===== src/bus_range_map_regs.svh =====
// constants for the bus range node map: offsets, field positions, reset values
// assumes inclusion by bare name from the package and the design modules
// Contract
// - four map registers at offsets e0 through ec
// - each entry maps one range to one node
// - match when base <= number <= limit
// - compare enable selects device number instead
// - node id from bits 6 to 4
// - identical map copy reads same result everywhere
// - limit 31:24, base 23:16, link 9:8, sublink 10
`ifndef BUS_RANGE_MAP_REGS_SVH
`define BUS_RANGE_MAP_REGS_SVH
`define MAP_ENTRIES 4
`define MAP_OFF_0 8'he0
`define MAP_OFF_1 8'he4
`define MAP_OFF_2 8'he8
`define MAP_OFF_3 8'hec
`define MAP_RESET 32'h0000_0000
`define MAP_RW_MASK 32'hffff_0777
`define FLD_LIMIT_HI 31
`define FLD_LIMIT_LO 24
`define FLD_BASE_HI 23
`define FLD_BASE_LO 16
`define FLD_SUBLINK 10
`define FLD_LINK_HI 9
`define FLD_LINK_LO 8
`define FLD_NODE_HI 6
`define FLD_NODE_LO 4
`define FLD_DEV_CMP 2
`define FLD_WE 1
`define FLD_RE 0
`endif


===== src/bus_range_map_pkg.sv =====
// types shared by the bus range node map
// assumes the constants header sits in the same folder
`default_nettype none
`include "bus_range_map_regs.svh"
package bus_range_map_pkg;
  typedef logic [7:0] cfg_addr_t;
  typedef logic [31:0] word_t;
  typedef logic [7:0] number_t;
  typedef logic [2:0] node_t;
  typedef logic [1:0] link_t;
endpackage : bus_range_map_pkg
`default_nettype wire


===== src/bus_range_node_map.sv =====
// routing decoder: four bus range map registers steer configuration cycles
// assumes a synchronous configuration access port and a routing request port
`timescale 1ns/1ps
`default_nettype none
`include "bus_range_map_regs.svh"
module bus_range_node_map
  import bus_range_map_pkg::*;
(
  input wire logic clk,
  input wire logic rst_n,
  input wire logic cfg_wr,
  input wire logic cfg_rd,
  input wire bus_range_map_pkg::cfg_addr_t cfg_addr,
  input wire bus_range_map_pkg::word_t cfg_wdata,
  output logic [31:0] cfg_rdata,
  output logic cfg_rvalid,
  input wire logic route_req,
  input wire logic route_is_write,
  input wire bus_range_map_pkg::number_t bus_number,
  input wire logic [4:0] device_number,
  output logic route_valid,
  output logic route_hit,
  output logic [2:0] dest_node_id,
  output logic [1:0] dest_link_id,
  output logic dest_sublink,
  output logic device_number_compare_enable
);
  import bus_range_map_pkg::*;

  // ----------------------------------------
  // address decode
  // ----------------------------------------
  // decode used for writes and reads alike
  function automatic logic [2:0] map_index(input cfg_addr_t a);
    if (a == `MAP_OFF_0) map_index = 3'h4;
    else if (a == `MAP_OFF_1) map_index = 3'h5;
    else if (a == `MAP_OFF_2) map_index = 3'h6;
    else if (a == `MAP_OFF_3) map_index = 3'h7;
    else map_index = 3'h0;
  endfunction : map_index

  logic [2:0] wr_dec;
  logic [2:0] rd_dec;
  word_t store_rdata;
  word_t entries [`MAP_ENTRIES];
  logic rd_hit;
  assign wr_dec = map_index(cfg_addr);
  assign rd_dec = map_index(cfg_addr);
  assign rd_hit = cfg_rd && rd_dec[2];

  map_reg_store u_store (
    .clk(clk),
    .rst_n(rst_n),
    .wr_en(cfg_wr && wr_dec[2]),
    .wr_idx(wr_dec[1:0]),
    .wr_data(cfg_wdata),
    .rd_idx(rd_dec[1:0]),
    .rd_en(rd_hit),
    .rd_data(store_rdata),
    .entries(entries)
  );

  // ----------------------------------------
  // read answer
  // ----------------------------------------
  // the store answers in the cycle after the strobe, so valid is delayed to match
  logic rvalid_reg;
  logic rvalid_next;
  always_comb
  begin
    rvalid_next = cfg_rd;
  end
  always_ff @(posedge clk or negedge rst_n)
  begin
    if (!rst_n)
    begin
      rvalid_reg <= 1'b0;
    end
    else
    begin
      rvalid_reg <= rvalid_next;
    end
  end
  // read data is the store's own register; unmapped offsets leave it zero, so no mux
  // sits between the flop and the pin and every node answers with the same word
  assign cfg_rdata = store_rdata;
  assign cfg_rvalid = rvalid_reg;

  // ----------------------------------------
  // range compare
  // ----------------------------------------
  // compare mode is the bit of the first entry, as software checks that one
  logic cmp_dev;
  number_t cmp_num;
  logic [`MAP_ENTRIES-1:0] hit;
  assign cmp_dev = entries[0][`FLD_DEV_CMP];
  assign cmp_num = cmp_dev ? {3'h0, device_number} : bus_number;

  genvar g;
  generate
    for (g = 0; g < `MAP_ENTRIES; g++)
    begin : g_cmp
      logic en;
      assign en = route_is_write ? entries[g][`FLD_WE] : entries[g][`FLD_RE];
      assign hit[g] = en
        && (cmp_num >= entries[g][`FLD_BASE_HI:`FLD_BASE_LO])
        && (cmp_num <= entries[g][`FLD_LIMIT_HI:`FLD_LIMIT_LO]);
    end
  endgenerate

  // ----------------------------------------
  // route result
  // ----------------------------------------
  // lowest matching entry wins when software leaves ranges overlapping
  logic valid_reg, valid_next, hitq_reg, hitq_next, sub_reg, sub_next, cmp_reg, cmp_next;
  node_t node_reg, node_next;
  link_t link_reg, link_next;
  always_comb
  begin
    valid_next = route_req;
    hitq_next = 1'b0;
    node_next = 3'h0;
    link_next = 2'h0;
    sub_next = 1'b0;
    cmp_next = cmp_dev;
    for (int i = `MAP_ENTRIES - 1; i >= 0; i--)
    begin
      if (route_req && hit[i])
      begin
        hitq_next = 1'b1;
        node_next = entries[i][`FLD_NODE_HI:`FLD_NODE_LO];
        link_next = entries[i][`FLD_LINK_HI:`FLD_LINK_LO];
        sub_next = entries[i][`FLD_SUBLINK];
      end
    end
  end
  always_ff @(posedge clk or negedge rst_n)
  begin
    if (!rst_n)
    begin
      valid_reg <= 1'b0;
      hitq_reg <= 1'b0;
      node_reg <= 3'h0;
      link_reg <= 2'h0;
      sub_reg <= 1'b0;
      cmp_reg <= 1'b0;
    end
    else
    begin
      valid_reg <= valid_next;
      hitq_reg <= hitq_next;
      node_reg <= node_next;
      link_reg <= link_next;
      sub_reg <= sub_next;
      cmp_reg <= cmp_next;
    end
  end
  assign route_valid = valid_reg;
  assign route_hit = hitq_reg;
  assign dest_node_id = node_reg;
  assign dest_link_id = link_reg;
  assign dest_sublink = sub_reg;
  assign device_number_compare_enable = cmp_reg;

  // ----------------------------------------
  // checks
  // ----------------------------------------
  // routing port: one answer per request, exactly one cycle later
  AST_NO_REQ_NO_VALID: assert property (@(posedge clk) disable iff (!rst_n)
    !route_req |=> !route_valid && !route_hit) else $error("route answer without request");
  AST_VALID_FOLLOWS_REQ: assert property (@(posedge clk) disable iff (!rst_n)
    route_req |=> route_valid) else $error("route request not answered");
  AST_MISS_FIELDS_ZERO: assert property (@(posedge clk) disable iff (!rst_n)
    !route_hit |-> dest_node_id == 3'h0 && dest_link_id == 2'h0 && !dest_sublink)
    else $error("destination fields set on a miss");
  // entry 0 is the lowest index, so a match there wins over any other entry
  AST_HIT_IN_RANGE: assert property (@(posedge clk) disable iff (!rst_n)
    route_req && !cmp_dev && entries[0][`FLD_RE] && !route_is_write
    && bus_number >= entries[0][23:16] && bus_number <= entries[0][31:24]
    |=> route_hit && dest_node_id == $past(entries[0][6:4])) else $error("entry 0 read miss");
  AST_ENTRY0_FIELDS: assert property (@(posedge clk) disable iff (!rst_n)
    route_req && !cmp_dev && entries[0][`FLD_RE] && !route_is_write
    && bus_number >= entries[0][23:16] && bus_number <= entries[0][31:24]
    |=> dest_link_id == $past(entries[0][9:8]) && dest_sublink == $past(entries[0][10]))
    else $error("entry 0 link fields wrong");
  AST_BELOW_BASE_MISS: assert property (@(posedge clk) disable iff (!rst_n)
    route_req && (hit == 4'h0) |=> !route_hit) else $error("hit with no matching entry");
  AST_DEV_MODE: assert property (@(posedge clk) disable iff (!rst_n)
    route_req && cmp_dev && entries[0][`FLD_RE] && !route_is_write
    && {3'h0, device_number} >= entries[0][23:16]
    && {3'h0, device_number} <= entries[0][31:24]
    |=> route_hit && dest_node_id == $past(entries[0][6:4]))
    else $error("device compare not used");
  // gating: an entry without the enable for the cycle's direction never routes it
  AST_WE_GATE: assert property (@(posedge clk) disable iff (!rst_n)
    route_req && route_is_write && !entries[0][1] && !entries[1][1] && !entries[2][1]
    && !entries[3][1] |=> !route_hit) else $error("write routed without enable");
  AST_RE_GATE: assert property (@(posedge clk) disable iff (!rst_n)
    route_req && !route_is_write && !entries[0][0] && !entries[1][0] && !entries[2][0]
    && !entries[3][0] |=> !route_hit) else $error("read routed without enable");
  // register port: one answer per read, reserved and unmapped bits read zero
  AST_RVALID_FOLLOWS_RD: assert property (@(posedge clk) disable iff (!rst_n)
    cfg_rd |=> cfg_rvalid) else $error("read not answered");
  AST_RVALID_ONLY_AFTER_RD: assert property (@(posedge clk) disable iff (!rst_n)
    !cfg_rd |=> !cfg_rvalid) else $error("read answer without read");
  AST_RESERVED_ZERO: assert property (@(posedge clk) disable iff (!rst_n)
    cfg_rvalid |-> (cfg_rdata & ~`MAP_RW_MASK) == 32'h0) else $error("reserved bits set");
  AST_UNMAPPED_ZERO: assert property (@(posedge clk) disable iff (!rst_n)
    cfg_rd && !rd_dec[2] |=> cfg_rvalid && cfg_rdata == 32'h0) else $error("unmapped nonzero");
  AST_WRITE_LANDS: assert property (@(posedge clk) disable iff (!rst_n)
    cfg_wr && cfg_addr == `MAP_OFF_0 |=> entries[0] == ($past(cfg_wdata) & `MAP_RW_MASK))
    else $error("write to first entry lost");
  AST_UNMAPPED_WRITE_IGNORED: assert property (@(posedge clk) disable iff (!rst_n)
    cfg_wr && !wr_dec[2] |=> entries[0] == $past(entries[0])
    && entries[1] == $past(entries[1]) && entries[2] == $past(entries[2])
    && entries[3] == $past(entries[3])) else $error("unmapped write changed an entry");
  // a write, one quiet cycle, then a read of the same word, as software would do it
  AST_WRITE_READBACK: assert property (@(posedge clk) disable iff (!rst_n)
    cfg_wr && cfg_addr == `MAP_OFF_1 ##1 !cfg_wr
    ##1 cfg_rd && !cfg_wr && cfg_addr == `MAP_OFF_1
    |=> cfg_rdata == ($past(cfg_wdata, 3) & `MAP_RW_MASK)) else $error("readback mismatch");
  // mode flag mirrors entry 0 one cycle late, like every other output
  AST_MODE_OUT: assert property (@(posedge clk) disable iff (!rst_n)
    1'b1 |=> device_number_compare_enable == $past(cmp_dev)) else $error("mode flag stale");
endmodule : bus_range_node_map
`default_nettype wire


===== src/map_reg_store.sv =====
// holds the four map words; read data comes out of a register
// assumes one write or read port driven by the configuration access logic
`timescale 1ns/1ps
`default_nettype none
`include "bus_range_map_regs.svh"
module map_reg_store
  import bus_range_map_pkg::*;
(
  input wire logic clk,
  input wire logic rst_n,
  input wire logic wr_en,
  input wire logic [1:0] wr_idx,
  input wire bus_range_map_pkg::word_t wr_data,
  input wire logic [1:0] rd_idx,
  input wire logic rd_en,
  output bus_range_map_pkg::word_t rd_data,
  output bus_range_map_pkg::word_t entries [`MAP_ENTRIES]
);
  word_t mem_reg [`MAP_ENTRIES];
  word_t mem_next [`MAP_ENTRIES];
  word_t rd_reg;
  word_t rd_next;

  // ----------------------------------------
  // storage
  // ----------------------------------------
  // reserved bits are masked on write so they always read zero
  always_comb
  begin
    mem_next = mem_reg;
    if (wr_en)
    begin
      mem_next[wr_idx] = wr_data & `MAP_RW_MASK;
    end
    // no mapped read leaves the read register at zero, so the top needs no output mux
    rd_next = rd_en ? mem_next[rd_idx] : `MAP_RESET;
  end

  always_ff @(posedge clk or negedge rst_n)
  begin
    if (!rst_n)
    begin
      for (int i = 0; i < `MAP_ENTRIES; i++)
      begin
        mem_reg[i] <= `MAP_RESET;
      end
      rd_reg <= `MAP_RESET;
    end
    else
    begin
      mem_reg <= mem_next;
      rd_reg <= rd_next;
    end
  end

  assign rd_data = rd_reg;
  assign entries = mem_reg;
endmodule : map_reg_store
`default_nettype wire


===== config.mk =====
export PLATFORM = sky130hd
export DESIGN_NAME = bus_range_node_map
export DESIGN_NICKNAME = d
export VERILOG_FILES = /design/src/bus_range_map_pkg.sv /design/src/bus_range_node_map.sv /design/src/map_reg_store.sv
export VERILOG_INCLUDE_DIRS = /design/src
export SDC_FILE = /design/constraint.sdc
export NUM_CORES = 1
export LEC_CHECK = 0
export BUFFER_PORTS_ARGS = -buffer_cell sky130_fd_sc_hd__buf_2
export CORE_MARGIN = 2
export CORE_UTILIZATION = 59
export DETAILED_ROUTE_END_ITERATION = 12
export HOLD_SLACK_MARGIN = 0.12
export PLACE_DENSITY = 0.8
export SYNTH_ARGS = -nofsm -noshare
export SYNTH_HDL_FRONTEND = slang
export SYNTH_SLANG_ARGS = --single-unit

===== constraint.sdc =====
create_clock -name clk -period 3.25 [get_ports clk]
set_clock_uncertainty 0.05 [all_clocks]
set_input_delay 0.4875 -clock clk [delete_from_list [all_inputs] [get_ports clk]]
set_output_delay 0.4875 -clock clk [all_outputs]
set_load 0.005 [all_outputs]

==> flow_summary.toml <==
[layout]
syn_to_final_growth_pct = 16.5
final-instance-count-excl-fill = 1175
fin_util_pct = 71.0
nets = 1102
drive_gt1_share_pct = 23.1

[worst_setup_path]
r2r-end = "dest_sublink"
worstSetupStartpointType = "register"
crit_start = "u_store.entries[98]"
critPathMaxFanout = 11
endpoint_kind = "register"
rr_worst_depth = 8
arrival_ps = 3350
path_class = "reg -> reg"
reg2reg_slack_ps = 110
required_ps = 3470
crit_end = "dest_sublink"
r2r_start = "u_store.entries[98]"

[place]
dp_hpwl_um = 15400
gp_congestion = 0.913
io_buffers = 93
place_inst = 1142

[clocking]
path_clk_slew_ps = 70
htree_levels = 4
cts_tree = "yes"
clkLatencyLatePin_ps = 430
clkSinkCount = 170
clockRootBuffer = "clkbuf_16"
clockBufferDepth = 2
cts_buffers = 17

[synth]
synth-async-reset-ratio_pct = 100
syn_area_per_cell_um2 = 10.2
ys_ff_latch = 170
synth_edf_count = 0
ys_top_cells_by_area = "dfrtp_1 48%, ha_1 9.0%, mux2_2 7.8%"
yosys_warnings = 0
syn-cell-area_um2 = 8920
ys_types = 49
synth_ff_type = "dfrtp_1"
ys_seq_area_share_pct = 47.7
synth_top_cell_area_share_pct = 47.7
synth.largest_area_cell = "dfrtp_1"
synthesis.nets = 1001
netlist_instances = 878

[pwr]
p_sw_share_pct = 24.8
p_comb_share_pct = 12.7
seqPwrFrac_pct = 43.8
p_int_w = 0.00391
power.net_switching_w = 0.00129
ir_drop_mv = 0.414
p_per_area_nw_per_um2 = 500
clock_power_share_pct = 43.5
p_leak_nw = 5.24

[global_route]
busiest_layer = "met2"
grt-ovfl-total = 0
gr-usage-met1_pct = 39.6
use_met3_pct = 6.78
grt_pass1_wl_um = 37500
grt_max_degree = 78
use_met2_pct = 49.1
antenna_found_initial = 0
grt_usage_pct = 30.1
grt_pass1_vias = 7180

[timing]
clock.fmax_mhz = 319
period_needed_ps = 3140
rsz0062_at_grt = "false"
finalHoldViolations = 0
fin_crit_sh_pct = 96.5
slew_viol_final = 0
worst_pin_slew_ps = 736
slew-limit-headroom_pct = 50.5
setup_violations = 0

[status]
status = "completed"

[detailed_routing]
via_per_inst = 6.18
drc = 0
ant_nets = 0
via_count = 7265
first_iter_violations = 763
wl_per_cell_um = 20.0
firstDrtPassIters = 6
drt-total-wl_um = 23500

[floorplanning]
initial_core_util_pct = 60.9
die_h_um = 127
dieWidth_um = 127
rows = 44
ios = 101
fp.coreArea_um2 = 14600
dieArea_um2 = 16100

[hold_path]
hold_class = "in -> reg"

[flow_run]
drv_cap = 0
[cell families (layout without fill, tap and decap cells)]
group | count (synthesis) | in the layout | share of synthesized area (%)
DFF | 170 | 170 | 47.7
muxes | 76 | 76 | 9.39
adders and majority gates | 64 | 64 | 8.97
other | 0 | 1 | 0
AOI/OAI and AO/OA | 197 | 197 | 13.4
buffers and inverters | 107 | 219 | 5.03
and+or+nand+nor | 264 | 264 | 15.5
[critical path, stage by stage (launching register included)]
cell and delay, ps:
dfrtp_1 380, buf_12 160, mux2_2 450, ha_1 340, a21oi_1 140, o21ai_0 160, a311o_1 440, nor3_1 630
a221oi_1 220
[timing repair]
action	in CTS	in global routing
setup buffers	0	0
gates resized for setup	1	1
hold buffers	2	0
endpoints found under the hold margin	76	0
setup endpoints to repair	5	5
[synthesized netlist by cell type (2+ instances only)]
master / number
a211o_1: 3
a211oi_1: 22
a21o_1: 4
a21oi_1: 40
a221oi_1: 6
a31oi_1: 3
and2_1: 8
and3_1: 9
and4_1: 2
buf_1: 4
buf_2: 11
buf_4: 3
buf_6: 3
clkbuf_1: 24
dfrtp_1: 170
ha_1: 64
inv_1: 62
mux2_2: 62
mux2i_1: 14
nand2_1: 59
nand2b_1: 7
nand3_1: 11
nand4_1: 8
nor2_1: 62
nor2b_1: 29
nor3_2: 2
nor4_1: 7
o211ai_1: 8
o21a_1: 2
o21ai_0: 55
o22ai_1: 48
or3_1: 48
or4_1: 2
[power by group through the flow]
stage	registers [W]	logic (W)	clock network [W]
after floorplan	0.00230	0.000389	0
after global placement	0.00231	0.000621	0
after detailed placement	0.00231	0.000643	0
after CTS	0.00227	0.000656	0.00228
after global routing	0.00228	0.000747	0.00237
final	0.00227	0.000662	0.00226
[area by class of cell]
type,count,area (um2)
Sequential cell,170,4250
Fill cell,1074,4240
Multi-Input combinational cell,601,4240
Timing Repair Buffer,127,782
Clock buffer,20,467
Inverter,62,233
Tap cell,184,230
Clock inverter,10,190
Antenna cell,1,2.50
[registers in the layout (all words and copies together), names as in the netlist]
signal	cells
dest_sublink	1
u_store.entries	128
cfg_rvalid	1
dest_link_id	2
u_store.rd_data	32
route_valid	1
dest_node_id	3
route_hit	1
device_number_compare_enable	1
[how the worst min path moves through the flow]
| stage | endpoint | depth (start not counted) | startpoint |
|---|---|---|---|
| 2_1_floorplan | cfg_rvalid | 0 | rst_n |
| 3_3_place_gp | u_store.entries[15] | 1 | u_store.entries[15] |
| 3_5_place_dp | u_store.entries[15] | 1 | u_store.entries[15] |
| 4_1_cts | route_valid | 1 | route_req |
| 5_1_grt | route_valid | 1 | route_req |
| 6_report | route_valid | 1 | route_req |
[layer usage]
layer  routed length, um  up-vias  part of all wire [%]
li1                    -     3345                     -
met1                9640     3510                    41
met2               11300      347                    48
met3                1990       63                   8.5
met4                 644        0                   2.7
met5                   0        -                     0
[cell usage in the layout (no fill, tap or decap), types with 48 or more instances in the layout]
master and count:
buf_2 92, dfrtp_1 170, ha_1 64, inv_1 62, mux2_2 62, nand2_1 59
nor2_1 62, o21ai_0 55, o22ai_1 48, or3_1 48
[per-stage QoR]
stage / area (um2) / TNS, ps / worst slack (ps) / hold WS (ps) / total power, W
2_1_floorplan: 8920 / 0 / 537 / 142 / 0.00268
3_3_place_gp: 9710 / -89.1 / -22.6 / 421 / 0.00293
3_5_place_dp: 9710 / -491 / -111 / 426 / 0.00295
4_1_cts: 10400 / 0 / 120 / 258 / 0.00520
5_1_grt: 10400 / 0 / 2.17 / 259 / 0.00540
6_report: 10400 / 0 / 114 / 290 / 0.00520
(Power assumes the default switching activity.)
